$ cat src/verilog/stage_input_map.svh
// Register offsets, field positions, reset values and timing counts of the stage input block
`ifndef STAGE_INPUT_MAP_SVH
`define STAGE_INPUT_MAP_SVH
`define MAP_ADDR_W        3
`define MAP_OFS_CTRL      3'h0
`define MAP_OFS_CFG_A     3'h1
`define MAP_OFS_CFG_B     3'h2
`define MAP_OFS_CAP_LOW   3'h3
`define MAP_OFS_CAP_HIGH  3'h4
`define MAP_OFS_FLAGS     3'h5
`define MAP_OFS_STATUS    3'h6
`define MAP_CTRL_RUN      0
`define MAP_CTRL_FINISH   1
`define MAP_CTRL_FOLLOW   2
`define MAP_CAP_SW_BIT    7
`define MAP_CFG_RESET     8'h00
`define MAP_CTRL_RESET    3'h0
`define MAP_CAP_RESET     12'h000
`define MAP_FILTER_SAMPLES 4
`endif

$ cat src/verilog/stage_input_pkg.sv
// Types shared by the stage input block
package stage_input_pkg;
  typedef enum logic [3:0] {
    MODE_IGNORE     = 4'h0,
    MODE_JUMP_WAIT  = 4'h1,
    MODE_EXEC_WAIT  = 4'h2,
    MODE_OPPOSITE   = 4'h3,
    MODE_DEACTIVATE = 4'h4,
    MODE_INSERT_DT  = 4'h5,
    MODE_JUMP_WAIT6 = 4'h6,
    MODE_HALT       = 4'h7,
    MODE_RETRIG     = 4'h8,
    MODE_FIXED      = 4'h9,
    MODE_FIXED_OFF  = 4'hE
  } fault_mode_t;

  typedef struct packed {
    logic        capture_enable;
    logic        input_source_select;
    logic        event_polarity_select;
    logic        noise_filter_enable;
    logic [3:0]  fault_retrigger_mode;
  } input_cfg_t;

  typedef struct packed {
    logic stop_signal;
    logic jump_dead_time;
    logic exec_dead_time;
    logic run_opposite;
    logic insert_dead_time;
    logic deactivate;
    logic halt;
    logic retrigger;
    logic fixed_frequency;
  } fault_action_t;

  typedef enum logic [2:0] {
    ST_IDLE   = 3'b001,
    ST_RUN    = 3'b010,
    ST_FINISH = 3'b100
  } run_state_t;
endpackage

$ cat src/verilog/power_stage_input_capture_fault.sv
// Input capture, retrigger/fault blocks and run control of the third stage controller
`timescale 1ns/1ps
`include "stage_input_map.svh"

module power_stage_input_capture_fault
  import stage_input_pkg::*;
(
  input  wire logic                   i_clock,
  input  wire logic                   i_nrst,
  input  wire logic [`MAP_ADDR_W-1:0] i_addr,
  input  wire logic [7:0]             i_wdata,
  input  wire logic                   i_wr,
  input  wire logic                   i_rd,
  output logic      [7:0]             o_rdata,
  input  wire logic                   i_external_fault_pin,
  input  wire logic                   i_comparator_out,
  input  wire logic [11:0]            i_counter,
  input  wire logic                   i_cycle_end,
  input  wire logic                   i_first_run_request,
  input  wire logic                   i_second_run_request,
  input  wire logic                   i_second_follow_previous,
  output logic                        o_running,
  output fault_action_t               o_action_a,
  output fault_action_t               o_action_b
);

  // Register file
  logic                 run_request;
  logic                 finish_cycle_on_stop;
  logic                 follow_previous_start;
  input_cfg_t           cfg [2];
  logic [11:0]          capture_value;
  logic                 capture_from_software;
  logic [7:0]           temp_high;
  logic [1:0]           event_flag;
  logic                 halted;
  run_state_t           state;
  run_state_t           next_state;
  fault_action_t        action [2];
  fault_action_t        next_action [2];

  // Per-block event path
  logic [1:0]           block_level;
  logic [1:0]           block_event;
  logic [1:0]           block_capture;
  logic [1:0]           block_flag_set;
  logic [1:0]           block_halt;

  // Bus decode
  wire wr_ctrl   = i_wr && (i_addr == `MAP_OFS_CTRL);
  wire wr_cfg_a  = i_wr && (i_addr == `MAP_OFS_CFG_A);
  wire wr_cfg_b  = i_wr && (i_addr == `MAP_OFS_CFG_B);
  wire wr_high   = i_wr && (i_addr == `MAP_OFS_CAP_HIGH);
  wire wr_flags  = i_wr && (i_addr == `MAP_OFS_FLAGS);
  wire rd_low    = i_rd && (i_addr == `MAP_OFS_CAP_LOW);
  wire sw_capture = wr_high && i_wdata[`MAP_CAP_SW_BIT];
  wire hw_capture = |block_capture;
  wire [7:0] high_byte = {capture_from_software, 3'h0, capture_value[11:8]};

  // Run control
  wire autorun_go = follow_previous_start &&
                    (i_second_run_request || (i_second_follow_previous && i_first_run_request));
  wire halt_event = |block_halt;
  wire halt_now   = halt_event || halted;
  wire run_go     = (run_request || autorun_go) && !halt_now;
  wire finish_ok  = finish_cycle_on_stop && !follow_previous_start;
  wire next_halted = halt_event || (halted && !wr_ctrl);

  // Registers
  always_ff @(posedge i_clock or negedge i_nrst) begin
    if (!i_nrst) begin
      {follow_previous_start, finish_cycle_on_stop, run_request} <= `MAP_CTRL_RESET;
    end else if (wr_ctrl) begin
      run_request           <= i_wdata[`MAP_CTRL_RUN];
      finish_cycle_on_stop  <= i_wdata[`MAP_CTRL_FINISH];
      follow_previous_start <= i_wdata[`MAP_CTRL_FOLLOW];
    end
  end

  always_ff @(posedge i_clock or negedge i_nrst) begin
    if (!i_nrst) begin
      cfg[0] <= `MAP_CFG_RESET;
      cfg[1] <= `MAP_CFG_RESET;
    end else begin
      if (wr_cfg_a) cfg[0] <= i_wdata;
      if (wr_cfg_b) cfg[1] <= i_wdata;
    end
  end

  // Software trigger beats a simultaneous input capture
  always_ff @(posedge i_clock or negedge i_nrst) begin
    if (!i_nrst) begin
      capture_value         <= `MAP_CAP_RESET;
      capture_from_software <= 1'b0;
    end else if (sw_capture || hw_capture) begin
      capture_value         <= i_counter;
      capture_from_software <= sw_capture;
    end
  end

  always_ff @(posedge i_clock or negedge i_nrst) begin
    if (!i_nrst) begin
      temp_high <= 8'h00;
    end else if (rd_low) begin
      temp_high <= high_byte;
    end
  end

  // Write one clears; a new event in the same cycle keeps the flag
  always_ff @(posedge i_clock or negedge i_nrst) begin
    if (!i_nrst) begin
      event_flag <= 2'h0;
    end else begin
      event_flag <= block_flag_set | (event_flag & ~(wr_flags ? i_wdata[1:0] : 2'h0));
    end
  end

  always_ff @(posedge i_clock or negedge i_nrst) begin
    if (!i_nrst) begin
      halted <= 1'b0;
      state  <= ST_IDLE;
    end else begin
      halted <= next_halted;
      state  <= next_state;
    end
  end

  always_comb begin
    next_state = state;
    unique case (state)
      ST_IDLE: begin
        if (run_go) next_state = ST_RUN;
      end
      ST_RUN: begin
        if (halt_now) next_state = ST_IDLE;
        else if (!run_go) next_state = finish_ok ? ST_FINISH : ST_IDLE;
      end
      ST_FINISH: begin
        if (halt_now || i_cycle_end) next_state = ST_IDLE;
        else if (run_go) next_state = ST_RUN;
      end
    endcase
  end

  assign o_running = (state != ST_IDLE);

  // Read port: data stand one cycle after the strobe
  logic [7:0] read_mux;
  always_comb begin
    read_mux = 8'h00;
    unique case (i_addr)
      `MAP_OFS_CTRL:     read_mux = {5'h00, follow_previous_start, finish_cycle_on_stop, run_request};
      `MAP_OFS_CFG_A:    read_mux = cfg[0];
      `MAP_OFS_CFG_B:    read_mux = cfg[1];
      `MAP_OFS_CAP_LOW:  read_mux = capture_value[7:0];
      `MAP_OFS_CAP_HIGH: read_mux = temp_high;
      `MAP_OFS_FLAGS:    read_mux = {6'h00, event_flag};
      `MAP_OFS_STATUS:   read_mux = {5'h00, state == ST_FINISH, halted, o_running};
      default:           read_mux = 8'h00;
    endcase
  end

  always_ff @(posedge i_clock or negedge i_nrst) begin
    if (!i_nrst) begin
      o_rdata <= 8'h00;
    end else begin
      o_rdata <= i_rd ? read_mux : 8'h00;
    end
  end

  // Two identical input blocks
  for (genvar g = 0; g < 2; g++) begin : g_block
    logic [`MAP_FILTER_SAMPLES-1:0] samples;
    logic                           filtered;
    logic                           prev_level;
    wire selected = cfg[g].input_source_select ? i_comparator_out : i_external_fault_pin;
    wire active   = cfg[g].event_polarity_select ? selected : ~selected;
    wire all_one  = &samples;
    wire all_zero = ~|samples;
    wire [3:0] mode = cfg[g].fault_retrigger_mode;
    wire mode_on  = (mode != MODE_IGNORE);

    always_ff @(posedge i_clock or negedge i_nrst) begin
      if (!i_nrst) begin
        samples    <= '0;
        filtered   <= 1'b0;
        prev_level <= 1'b0;
      end else begin
        samples    <= {samples[`MAP_FILTER_SAMPLES-2:0], active};
        filtered   <= all_one ? 1'b1 : (all_zero ? 1'b0 : filtered);
        prev_level <= block_level[g];
      end
    end

    assign block_level[g]    = cfg[g].noise_filter_enable ? filtered : active;
    assign block_event[g]    = block_level[g] && !prev_level;
    assign block_capture[g]  = block_event[g] && cfg[g].capture_enable;
    assign block_flag_set[g] = block_event[g] && (mode_on || cfg[g].capture_enable);
    assign block_halt[g]     = block_event[g] && (mode == MODE_HALT);

    // Fault modes act while the level persists, halt from the event until a control write; retrigger modes pulse on the edge
    always_comb begin
      next_action[g] = '0;
      unique case (mode)
        MODE_JUMP_WAIT, MODE_JUMP_WAIT6: begin
          next_action[g].stop_signal    = block_level[g];
          next_action[g].jump_dead_time = block_level[g];
        end
        MODE_EXEC_WAIT: begin
          next_action[g].stop_signal    = block_level[g];
          next_action[g].exec_dead_time = block_level[g];
        end
        MODE_OPPOSITE: begin
          next_action[g].stop_signal  = block_level[g];
          next_action[g].run_opposite = block_level[g];
        end
        MODE_DEACTIVATE: next_action[g].deactivate = block_level[g];
        MODE_INSERT_DT: begin
          next_action[g].stop_signal      = block_level[g];
          next_action[g].insert_dead_time = block_level[g];
        end
        MODE_HALT: next_action[g].halt = halted || block_halt[g];
        MODE_RETRIG: next_action[g].retrigger = block_event[g];
        MODE_FIXED: begin
          next_action[g].retrigger       = block_event[g];
          next_action[g].fixed_frequency = 1'b1;
        end
        MODE_FIXED_OFF: begin
          next_action[g].retrigger       = block_event[g];
          next_action[g].fixed_frequency = 1'b1;
          next_action[g].deactivate      = block_level[g];
        end
        default: next_action[g] = '0;
      endcase
    end

    always_ff @(posedge i_clock or negedge i_nrst) begin
      if (!i_nrst) action[g] <= '0;
      else action[g] <= next_action[g];
    end
  end

  assign o_action_a = action[0];
  assign o_action_b = action[1];

  // Checks
  wire filtered_a = g_block[0].filtered;
  wire active_a   = g_block[0].active;
endmodule // power_stage_input_capture_fault

$ cat config.mk
export PLATFORM = sky130hd
export DESIGN_NAME = power_stage_input_capture_fault
export DESIGN_NICKNAME = d
export VERILOG_FILES = /design/src/verilog/stage_input_pkg.sv /design/src/verilog/power_stage_input_capture_fault.sv
export VERILOG_INCLUDE_DIRS = /design/src /design/src/verilog
export SDC_FILE = /design/constraint.sdc
export NUM_CORES = 1
export LEC_CHECK = 0
export ABC_CLOCK_PERIOD_IN_PS = 3690
export BUFFER_PORTS_ARGS = -buffer_cell sky130_fd_sc_hd__buf_2
export CORE_MARGIN = 2
export CORE_UTILIZATION = 45
export CTS_CLUSTER_DIAMETER = 40
export DETAILED_ROUTE_END_ITERATION = 8
export PLACE_DENSITY = 0.73
export SLEW_MARGIN = 25
export SYNTH_ARGS = -nofsm -noshare
export SYNTH_HDL_FRONTEND = slang
export SYNTH_SLANG_ARGS = --single-unit
$ cat constraint.sdc
create_clock -name i_clock -period 3.69 [get_ports i_clock]
set_input_delay 1.107 -clock i_clock [delete_from_list [all_inputs] [get_ports i_clock]]
set_output_delay 1.107 -clock i_clock [all_outputs]
set_load 0.02 [all_outputs]
# [Word-level counts from Yosys, hierarchy flattened]
# Cells that the tools add are included.
[op_classes] n_eq_ne=33 reduce_logical=54 mux=37 bitwise=5
[ops] operator="one-hot mux 8 bit (7 select lines)" count=1
[ops] operator="== test 4 x 3 -> 1 bit, second input constant" count=8
[ops] operator="2-to-1 mux 1 bit" count=28
[ops] operator="== test 4 bit, second input constant" count=6
[ops] operator="logical AND 1 bit" count=20
[ops] operator="== test 4 x 2 -> 1 bit, second input constant" count=4
[ops] operator="OR reduction 2 bit" count=8
[ops] operator="2-to-1 mux 3 bit" count=5
[ops] operator="== test 3 bit, second input constant" count=4
[ops] operator="logical OR 1 bit" count=10
[ops] operator="OR reduction 5 bit" count=2
[ops] operator="== test 3 x 2 -> 1 bit, second input constant" count=3
[ops] operator="one-hot mux 3 bit (3 select lines)" count=1
[ops] operator="== test 4 x 1 -> 1 bit, second input constant" count=2
[ops] operator="2-to-1 mux 8 bit" count=1
[ops] operator="AND reduction 4 bit" count=2
[ops] operator="nonzero test 4 bit" count=2
[ops] operator="OR reduction 4 bit" count=2
[ops] operator="== test 3 x 1 -> 1 bit, second input constant" count=2
[ops] operator="OR reduction 3 bit" count=2
[ops] operator="zero test 1 bit" count=5
[ops] operator="!= test 2 bit, second input constant" count=2
[ops] operator="zero test 3 bit" count=1
[ops] operator="!= test 3 x 1 -> 1 bit, second input constant" count=1
[ops] operator="6 further kinds" count=7
[totals] elab_cells=173 input_bits=33 register_bits=81 out_inout_bits=27

# [Longest topological paths before layout]
# Gate-level depths: netlist (run 1).
[depth] depth_word=13 depth_mapped=7 mapped_depth_nobuf=6

# [Worst setup path before layout (run 1)]
# No wires, ideal clock.
[synth_timing] kind="input port to flip-flop" from="input port i_addr[0]" to="register cfg[12] (netlist bit)" n_path_buf=2 arrival_ps=2473 setup_slack_ps=1092 t_required_ps=3565 setup_ps=125 cell_stages=6 cell_sequence="buf_2 > nor2b_1 > clkbuf_1 > nand2_1 > nor2_1 > mux2_2"
[synth_via] elab_chain_len=2
[synth_rtl] item="start: declaration" line="power_stage_input_capture_fault.sv:10" text="input wire logic [`MAP_ADDR_W-1:0] i_addr,"
[synth_rtl] item="== test 3 x 1 -> 1 bit"
[synth_rtl] item="logical AND 1 bit" line="power_stage_input_capture_fault.sv:51" text="wire wr_cfg_a = i_wr && (i_addr == `MAP_OFS_CFG_A);"
[synth_rtl] item="end: declaration" line="power_stage_input_capture_fault.sv:31" text="input_cfg_t cfg [2];"
# Every way passes these cells.
# A chain may end at the register's enable or synchronous reset.

# [Final worst setup path (run 1)]
[layout_timing] from="input port i_addr[0]" to="register cfg (netlist bit g_block[0].mode[0])"
# The elaborated chain is that of the path after synthesis.

==> results of run 1 <==
==> sequential cells by signal (all words and copies together) (netlist names), 2 cells and up <==
| signal | cells |
|---|---|
| state | 3 |
| g_block.samples | 8 |
| capture_value | 12 |
| o_action_a | 9 |
| g_block.prev_level | 2 |
| o_action_b | 9 |
| event_flag | 2 |
| g_block.mode | 8 |
| o_rdata | 8 |
| temp_high | 5 |
| cfg | 8 |
==> critical path, delay by kind of cell <==
family	cells	cell delay, ps
simple gates	3	1280
mux	1	410
buf+inv	1	350
==> placed cells by master (no fill, tap or decap), types with 2 or more instances in the layout <==
master	n
and2_1	2
clkinv_2	2
o211a_1	2
o211ai_1	5
nand4_1	2
or2_2	4
nor2b_1	5
a31oi_1	2
clkbuf_8	11
nor2_1	23
xor2_1	4
a22oi_1	6
buf_4	3
mux2_2	31
nand2_1	11
buf_2	58
o21ai_0	9
a21o_1	2
or3_1	2
mux2i_1	6
mux4_2	3
nand3_1	4
a21oi_1	7
nor4b_1	7
inv_1	6
nor3_1	5
dfrtp_1	80
nand2b_1	3
mux2_4	10
nand3b_1	3
==> area by class of cell <==
class / count / share of cell area
sequential: 81 / 0.4977
multi-input combinational: 174 / 0.3380
timing repair buffer: 62 / 0.07952
clock buffer: 12 / 0.03807
tap: 102 / 0.03132
clock inverter: 3 / 0.009825
inverter: 6 / 0.005527
==> metal layers <==
metal  global-route usage  vias to the layer above
met5                    0                        -
met4              0.04726                        0
met3              0.06163                        9
met2               0.2831                       77
met1               0.2390                     1175
li1                     -                     1106
==> kinds of logic after synthesis <==
| kind of cell | count (synthesis) | share of synthesized area |
|---|---|---|
| flip-flops | 81 | 0.5804 |
| XOR/XNOR | 4 | 0.01002 |
| AO/OA/AOI/OAI | 44 | 0.08665 |
| buffers and inverters | 21 | 0.02542 |
| AND/OR/NAND/NOR | 76 | 0.1182 |
| multiplexers | 50 | 0.1794 |
==> where the power goes <==
group          total (uW)  leakage [uW]  switching (uW)  internal (uW)
Sequential           1360       0.00101             205           1150
Clock                 637      0.000102             293            344
Combinational         787      0.000828             373            414
Total                2780       0.00194             871           1910
==> how the worst max path moves through the flow <==
| stage | cells past startpoint | slack (ps) | end |
|---|---|---|---|
| floorplan | 6 | 1090 | cfg[12] |
| global placement | 5 | 480 | cfg[15] |
| detailed placement | 5 | 430 | g_block[0].mode[0] |
| CTS | 5 | 820 | g_block[0].mode[0] |
| global route | 5 | 530 | cfg[12] |
| finish | 5 | 760 | g_block[0].mode[0] |
==> stage by stage <==
step	std cells	utilization
floorplan	276	-
global placement	425	0.5095
detailed placement	425	0.5095
CTS	440	0.5352
global route	440	0.5357
finish	440	0.5357
==> results.sh, run 1 <==
export IMPL_outcome="completed"
export IMPL_cts_tree="yes"
export IMPL_dp_hpwl_mm=5.065
export IMPL_arrival_ps=3170
export IMPL_fin_setup_tns_ps=0
export IMPL_wl_per_cell_um=16.20
export IMPL_yosysMostFrequentCell="dfrtp_1"
export IMPL_dr_wl_met3_um=421
export IMPL_synth_distinct_cells=47
export IMPL_io_pins=60
export IMPL_wl_met2_mm=3.495
export IMPL_rsz0062_at_grt="no"
export IMPL_timing_rr_start="cfg[14]"
export IMPL_multi_input_area_um2=1378
export IMPL_required_ps=3930
export IMPL_synth_area_um2=3495
export IMPL_synth_flop_cell="dfrtp_1"
export IMPL_gp_congestion=0.8230
export IMPL_whs_ps=383.2
export IMPL_hold_start="g_block[0].samples[1]"
export IMPL_worst_slew_pin_transition_ps=839.8
export IMPL_cts_root_buf="clkbuf_8"
export IMPL_fmaxAchievable_mhz=341.5
export IMPL_start_util=0.4594
export IMPL_ys_top_cells_by_count="80 x dfrtp_1, 31 x mux2_2, 23 x nor2_1"
export IMPL_grt_pass1_wl_mm=11.61
export IMPL_nFillCells=684
export IMPL_seq_area_um2=2028
export IMPL_drc=0
export IMPL_fin_crit_sh=0.7936
export IMPL_drv_slew=0
export IMPL_drive_above_1_share=0.3787
export IMPL_cts_setup_buffers=0
export IMPL_yosysWarningCount=0
export IMPL_core_area_um2=7607
export IMPL_nNetsFinal=367
export IMPL_synthCells=276
export IMPL_grt_pass1_vias=2272
export IMPL_top_layer="met4"
export IMPL_area_growth_pct=16.61
export IMPL_die_x_um=92.13
export IMPL_met1Wirelength_mm=3.099
export IMPL_cp_cell_sequence="buf_2 > nor2b_1 > nand2_1 > nor2_1 > mux2_2"
export IMPL_whs_path_depth=0
export IMPL_cts_path_max_buffers=2
export IMPL_cts_resized=0
export IMPL_worstReg2RegEnd="capture_value[0]"
export IMPL_synth_edf_count=0
export IMPL_avgSynthCellArea_um2=12.66
export IMPL_path_clk_slew_ps=70
export IMPL_synthTopCellsByArea="dfrtp_1 57%, mux2_2 10%, mux2_4 4.3%"
export IMPL_synth_top_area_frac=0.5729
export IMPL_rows=32
export IMPL_antenna_found_initial=0
export IMPL_overflow=0
export IMPL_stdcell_area_um2=4075
export IMPL_yosysTopAreaCell="dfrtp_1"
export IMPL_numCtsBuffers=9
export IMPL_r2r_slack_ps=1450
export IMPL_ff2ff_path_depth=6
export IMPL_grt_max_degree=82
export IMPL_p_leak_uw=0.001940
export IMPL_die_area_um2=8487
export IMPL_cts_sinks=81
export IMPL_cp_start_kind="input port"
export IMPL_portBuffers=59
export IMPL_num_vias=2367
export IMPL_setup_worst_path_end_class="flip-flop"
export IMPL_max_slew_margin_rel=0.4380
export IMPL_power_uw=2779
export IMPL_place_ws_ps=431.8
export IMPL_routed_via_density=5.380
export IMPL_ant_nets=0
export IMPL_hold_class="flip-flop to flip-flop"
export IMPL_crit_type="input port to flip-flop"
export IMPL_synth_nets=309
export IMPL_ctsHtreeMaxLevel=3
export IMPL_drt_total_wl_mm=7.128
export IMPL_postPlaceCellArea_um2=3876
export IMPL_crit_fanout=18
export IMPL_synth_seq_cells=81
export IMPL_cap_violations=0
export IMPL_worstSetupStartpoint="i_addr[0]"
export IMPL_diodes=0
export IMPL_p_per_area_nw_per_um2=681.9
export IMPL_async_flop_share=1.000
export IMPL_hold_buffers=0
export IMPL_post_route_min_period_ps=2928
export IMPL_fp_dieH_um=92.13
export IMPL_drt_iter0_drc=187
export IMPL_fin_skew_ps=7.654
export IMPL_first_pass_iters=4
export IMPL_synth_seq_area_share=0.5804
export IMPL_critPathMaxStageDelay_ps=650
export IMPL_slowest_stage="nor2_1"
export IMPL_clock_latency_ps=350
export IMPL_whs_endpoint="g_block[0].samples[2]"
export IMPL_hold_viol_final=0
export IMPL_setup_slack_ps=761.6
export IMPL_track_usage=0.1796
export IMPL_setup_viol=0
export IMPL_ir_drop_uv=307.0
Note: power is estimated with default switching activity, not from simulation.
==> run 2, diff against run 1 <==
Settings changed: ABC_AREA set to 1, ABC_CLOCK_PERIOD_IN_PS 3690 to 2500, PLACE_DENSITY 0.73 to 0.76.
Clock period 3.69 ns to 2.5 ns, I/O delays scaled along.
==> results.sh, run 2 <==
export IMPL_cts_sinks=81
export IMPL_max_slew_margin_rel=0.6181
export IMPL_largest_register_ffs=12
export IMPL_clock_latency_ps=350
export IMPL_synth_edf_count=0
export IMPL_nFillCells=738
export IMPL_placedCellCount=542
export IMPL_area_growth_pct=17.66
export IMPL_yosysMostFrequentCell="nand2_1"
export IMPL_p_per_area_nw_per_um2=931.3
export IMPL_grt_pass1_vias=2726
export IMPL_hold_viol_final=0
export IMPL_dr_wl_met3_um=414
export IMPL_first_pass_iters=5
export IMPL_avgSynthCellArea_um2=9.220
export IMPL_whs_ps=351.6
export IMPL_crit_type="flip-flop to output port"
export IMPL_synth_distinct_cells=33
export IMPL_utilization=0.5433
export IMPL_io_pins=60
export IMPL_cts_setup_buffers=0
export IMPL_r2r_slack_ps=770
export IMPL_drive_above_1_share=0.2500
export IMPL_rows=32
export IMPL_cts_resized=0
export IMPL_gp_congestion=0.9377
export IMPL_overflow=0
export IMPL_worst_slew_pin_transition_ps=571.2
export IMPL_path_clk_slew_ps=80
export IMPL_wl_met2_mm=3.214
export IMPL_fp_dieH_um=92.82
export IMPL_fmaxAchievable_mhz=516.8
export IMPL_diodes=0
export IMPL_yosysWarningCount=0
export IMPL_routed_via_density=5.072
export IMPL_cap_violations=0
export IMPL_drt_total_wl_mm=7.220
export IMPL_drc=0
export IMPL_cp_start_kind="flip-flop"
export IMPL_ant_nets=0
export IMPL_final_cell_mix="81 x nand2_1, 80 x dfrtp_1, 65 x inv_1"
export IMPL_p_leak_uw=0.002178
export IMPL_synthCells=385
export IMPL_crit_fanout=4
export IMPL_nNetsFinal=484
export IMPL_outcome="completed"
export IMPL_setup_viol=0
export IMPL_power_uw=3889
export IMPL_top_register="capture_value"
export IMPL_hold_class="input port to asynchronous set/reset pin"
export IMPL_synth_flop_cell="dfrtp_1"
export IMPL_synth_seq_area_share=0.5714
export IMPL_hold_buffers=0
export IMPL_fin_setup_tns_ps=0
export IMPL_ctsHtreeMaxLevel=3
export IMPL_core_area_um2=7687
export IMPL_setup_worst_path_end_class="output port"
export IMPL_arrival_ps=1190
export IMPL_drv_slew=0
export IMPL_antenna_found_initial=0
export IMPL_ir_drop_uv=488.3
export IMPL_fin_skew_ps=10.88
export IMPL_die_x_um=92.82
export IMPL_numCtsBuffers=9
export IMPL_layout_commonest_cell="nand2_1"
export IMPL_top_layer="met4"
export IMPL_drt_iter0_drc=143
export IMPL_die_area_um2=8615
export IMPL_cts_path_max_buffers=2
export IMPL_rsz0062_at_grt="no"
export IMPL_instances_no_fill=558
export IMPL_post_route_min_period_ps=1935
export IMPL_num_vias=2830
export IMPL_required_ps=1750
export IMPL_worstSetupStartpoint="state[0]"
export IMPL_synth_area_um2=3550
export IMPL_grt_pass1_wl_mm=12.59
export IMPL_fin_crit_sh=0.7740
export IMPL_ff2ff_path_depth=8
export IMPL_timing_rr_start="g_block[0].mode[3]"
export IMPL_ys_top_cells_by_count="81 x nand2_1, 80 x dfrtp_1, 65 x inv_1"
export IMPL_met1Wirelength_mm=3.460
export IMPL_wl_per_cell_um=12.94
export IMPL_synth_seq_cells=81
export IMPL_worstReg2RegEnd="state[1]"
export IMPL_start_util=0.4618
export IMPL_synth_nets=418
export IMPL_portBuffers=59
export IMPL_synth_top_area_frac=0.5640
export IMPL_grt_max_degree=37
export IMPL_track_usage=0.1858
export IMPL_dp_hpwl_mm=5.375
export IMPL_synthTopCellsByArea="dfrtp_1 56%, nand2_1 8.6%, inv_1 6.9%"
export IMPL_cts_tree="yes"
export IMPL_yosysTopAreaCell="dfrtp_1"
export IMPL_endpoint="o_running"
export IMPL_cts_root_buf="clkbuf_8"
export IMPL_async_flop_share=1.000
[run 2: cell types whose count changed after synthesis, moves of 11 or more]
cell	before	now
nand2_1	11	81
inv_1	6	65
mux2_2	31	0
o21ai_0	9	31
o21ai_2	1	12
[run 2: cell families after synthesis]
group | count (synthesis) | share of synthesized area
and+or+nand+nor | 155 | 0.2101
AOI/OAI and AO/OA | 74 | 0.1339
buffers and inverters | 75 | 0.08459
DFF | 81 | 0.5714
[run 2: how the worst min path moves through the flow]
stage	from	to	cells past startpoint
4_1_cts	i_nrst	capture_value[8]	1
3_5_place_dp	g_block[1].samples[1]	g_block[1].samples[2]	0
3_3_place_gp	g_block[1].samples[1]	g_block[1].samples[2]	0
2_1_floorplan	g_block[0].samples[1]	g_block[0].samples[2]	0
5_1_grt	i_nrst	capture_value[8]	1
6_report	i_nrst	event_flag[0]	1
[run 2: power breakdown]
group          switching (uW)  internal [uW]
sequential                215           1650
clock                     466            541
combinational             651            365
[run 2: critical path, cell delays in order (launching register included)]
cell	delay, ps
dfstp_2	560
nand3_1	110
buf_2	170
[run 2: area by class of cell]
type	count	area [um2]	share of cell area
clock inverters	4	50.05	0.01198
multi-input cells	229	1221	0.2924
flip-flops and latches	81	2028	0.4856
well taps	102	127.6	0.03056
repair buffers	61	325.3	0.07789
clock buffers	12	165.2	0.03954
inverters	69	259.0	0.06201
[run 2: stage by stage]
stage	setup WS, ps	instance area, um2
4_1_cts	547.1	4177
3_3_place_gp	438.9	3961
3_5_place_dp	403.3	3961
6_report	564.9	4177
2_1_floorplan	783.8	3550
5_1_grt	500.8	4177
[run 2: routing by layer]
metal	vias up	track usage
met5	-	0
met4	0	0.06985
met3	13	0.03173
met2	89	0.2899
met1	1340	0.2611
li1	1388	-
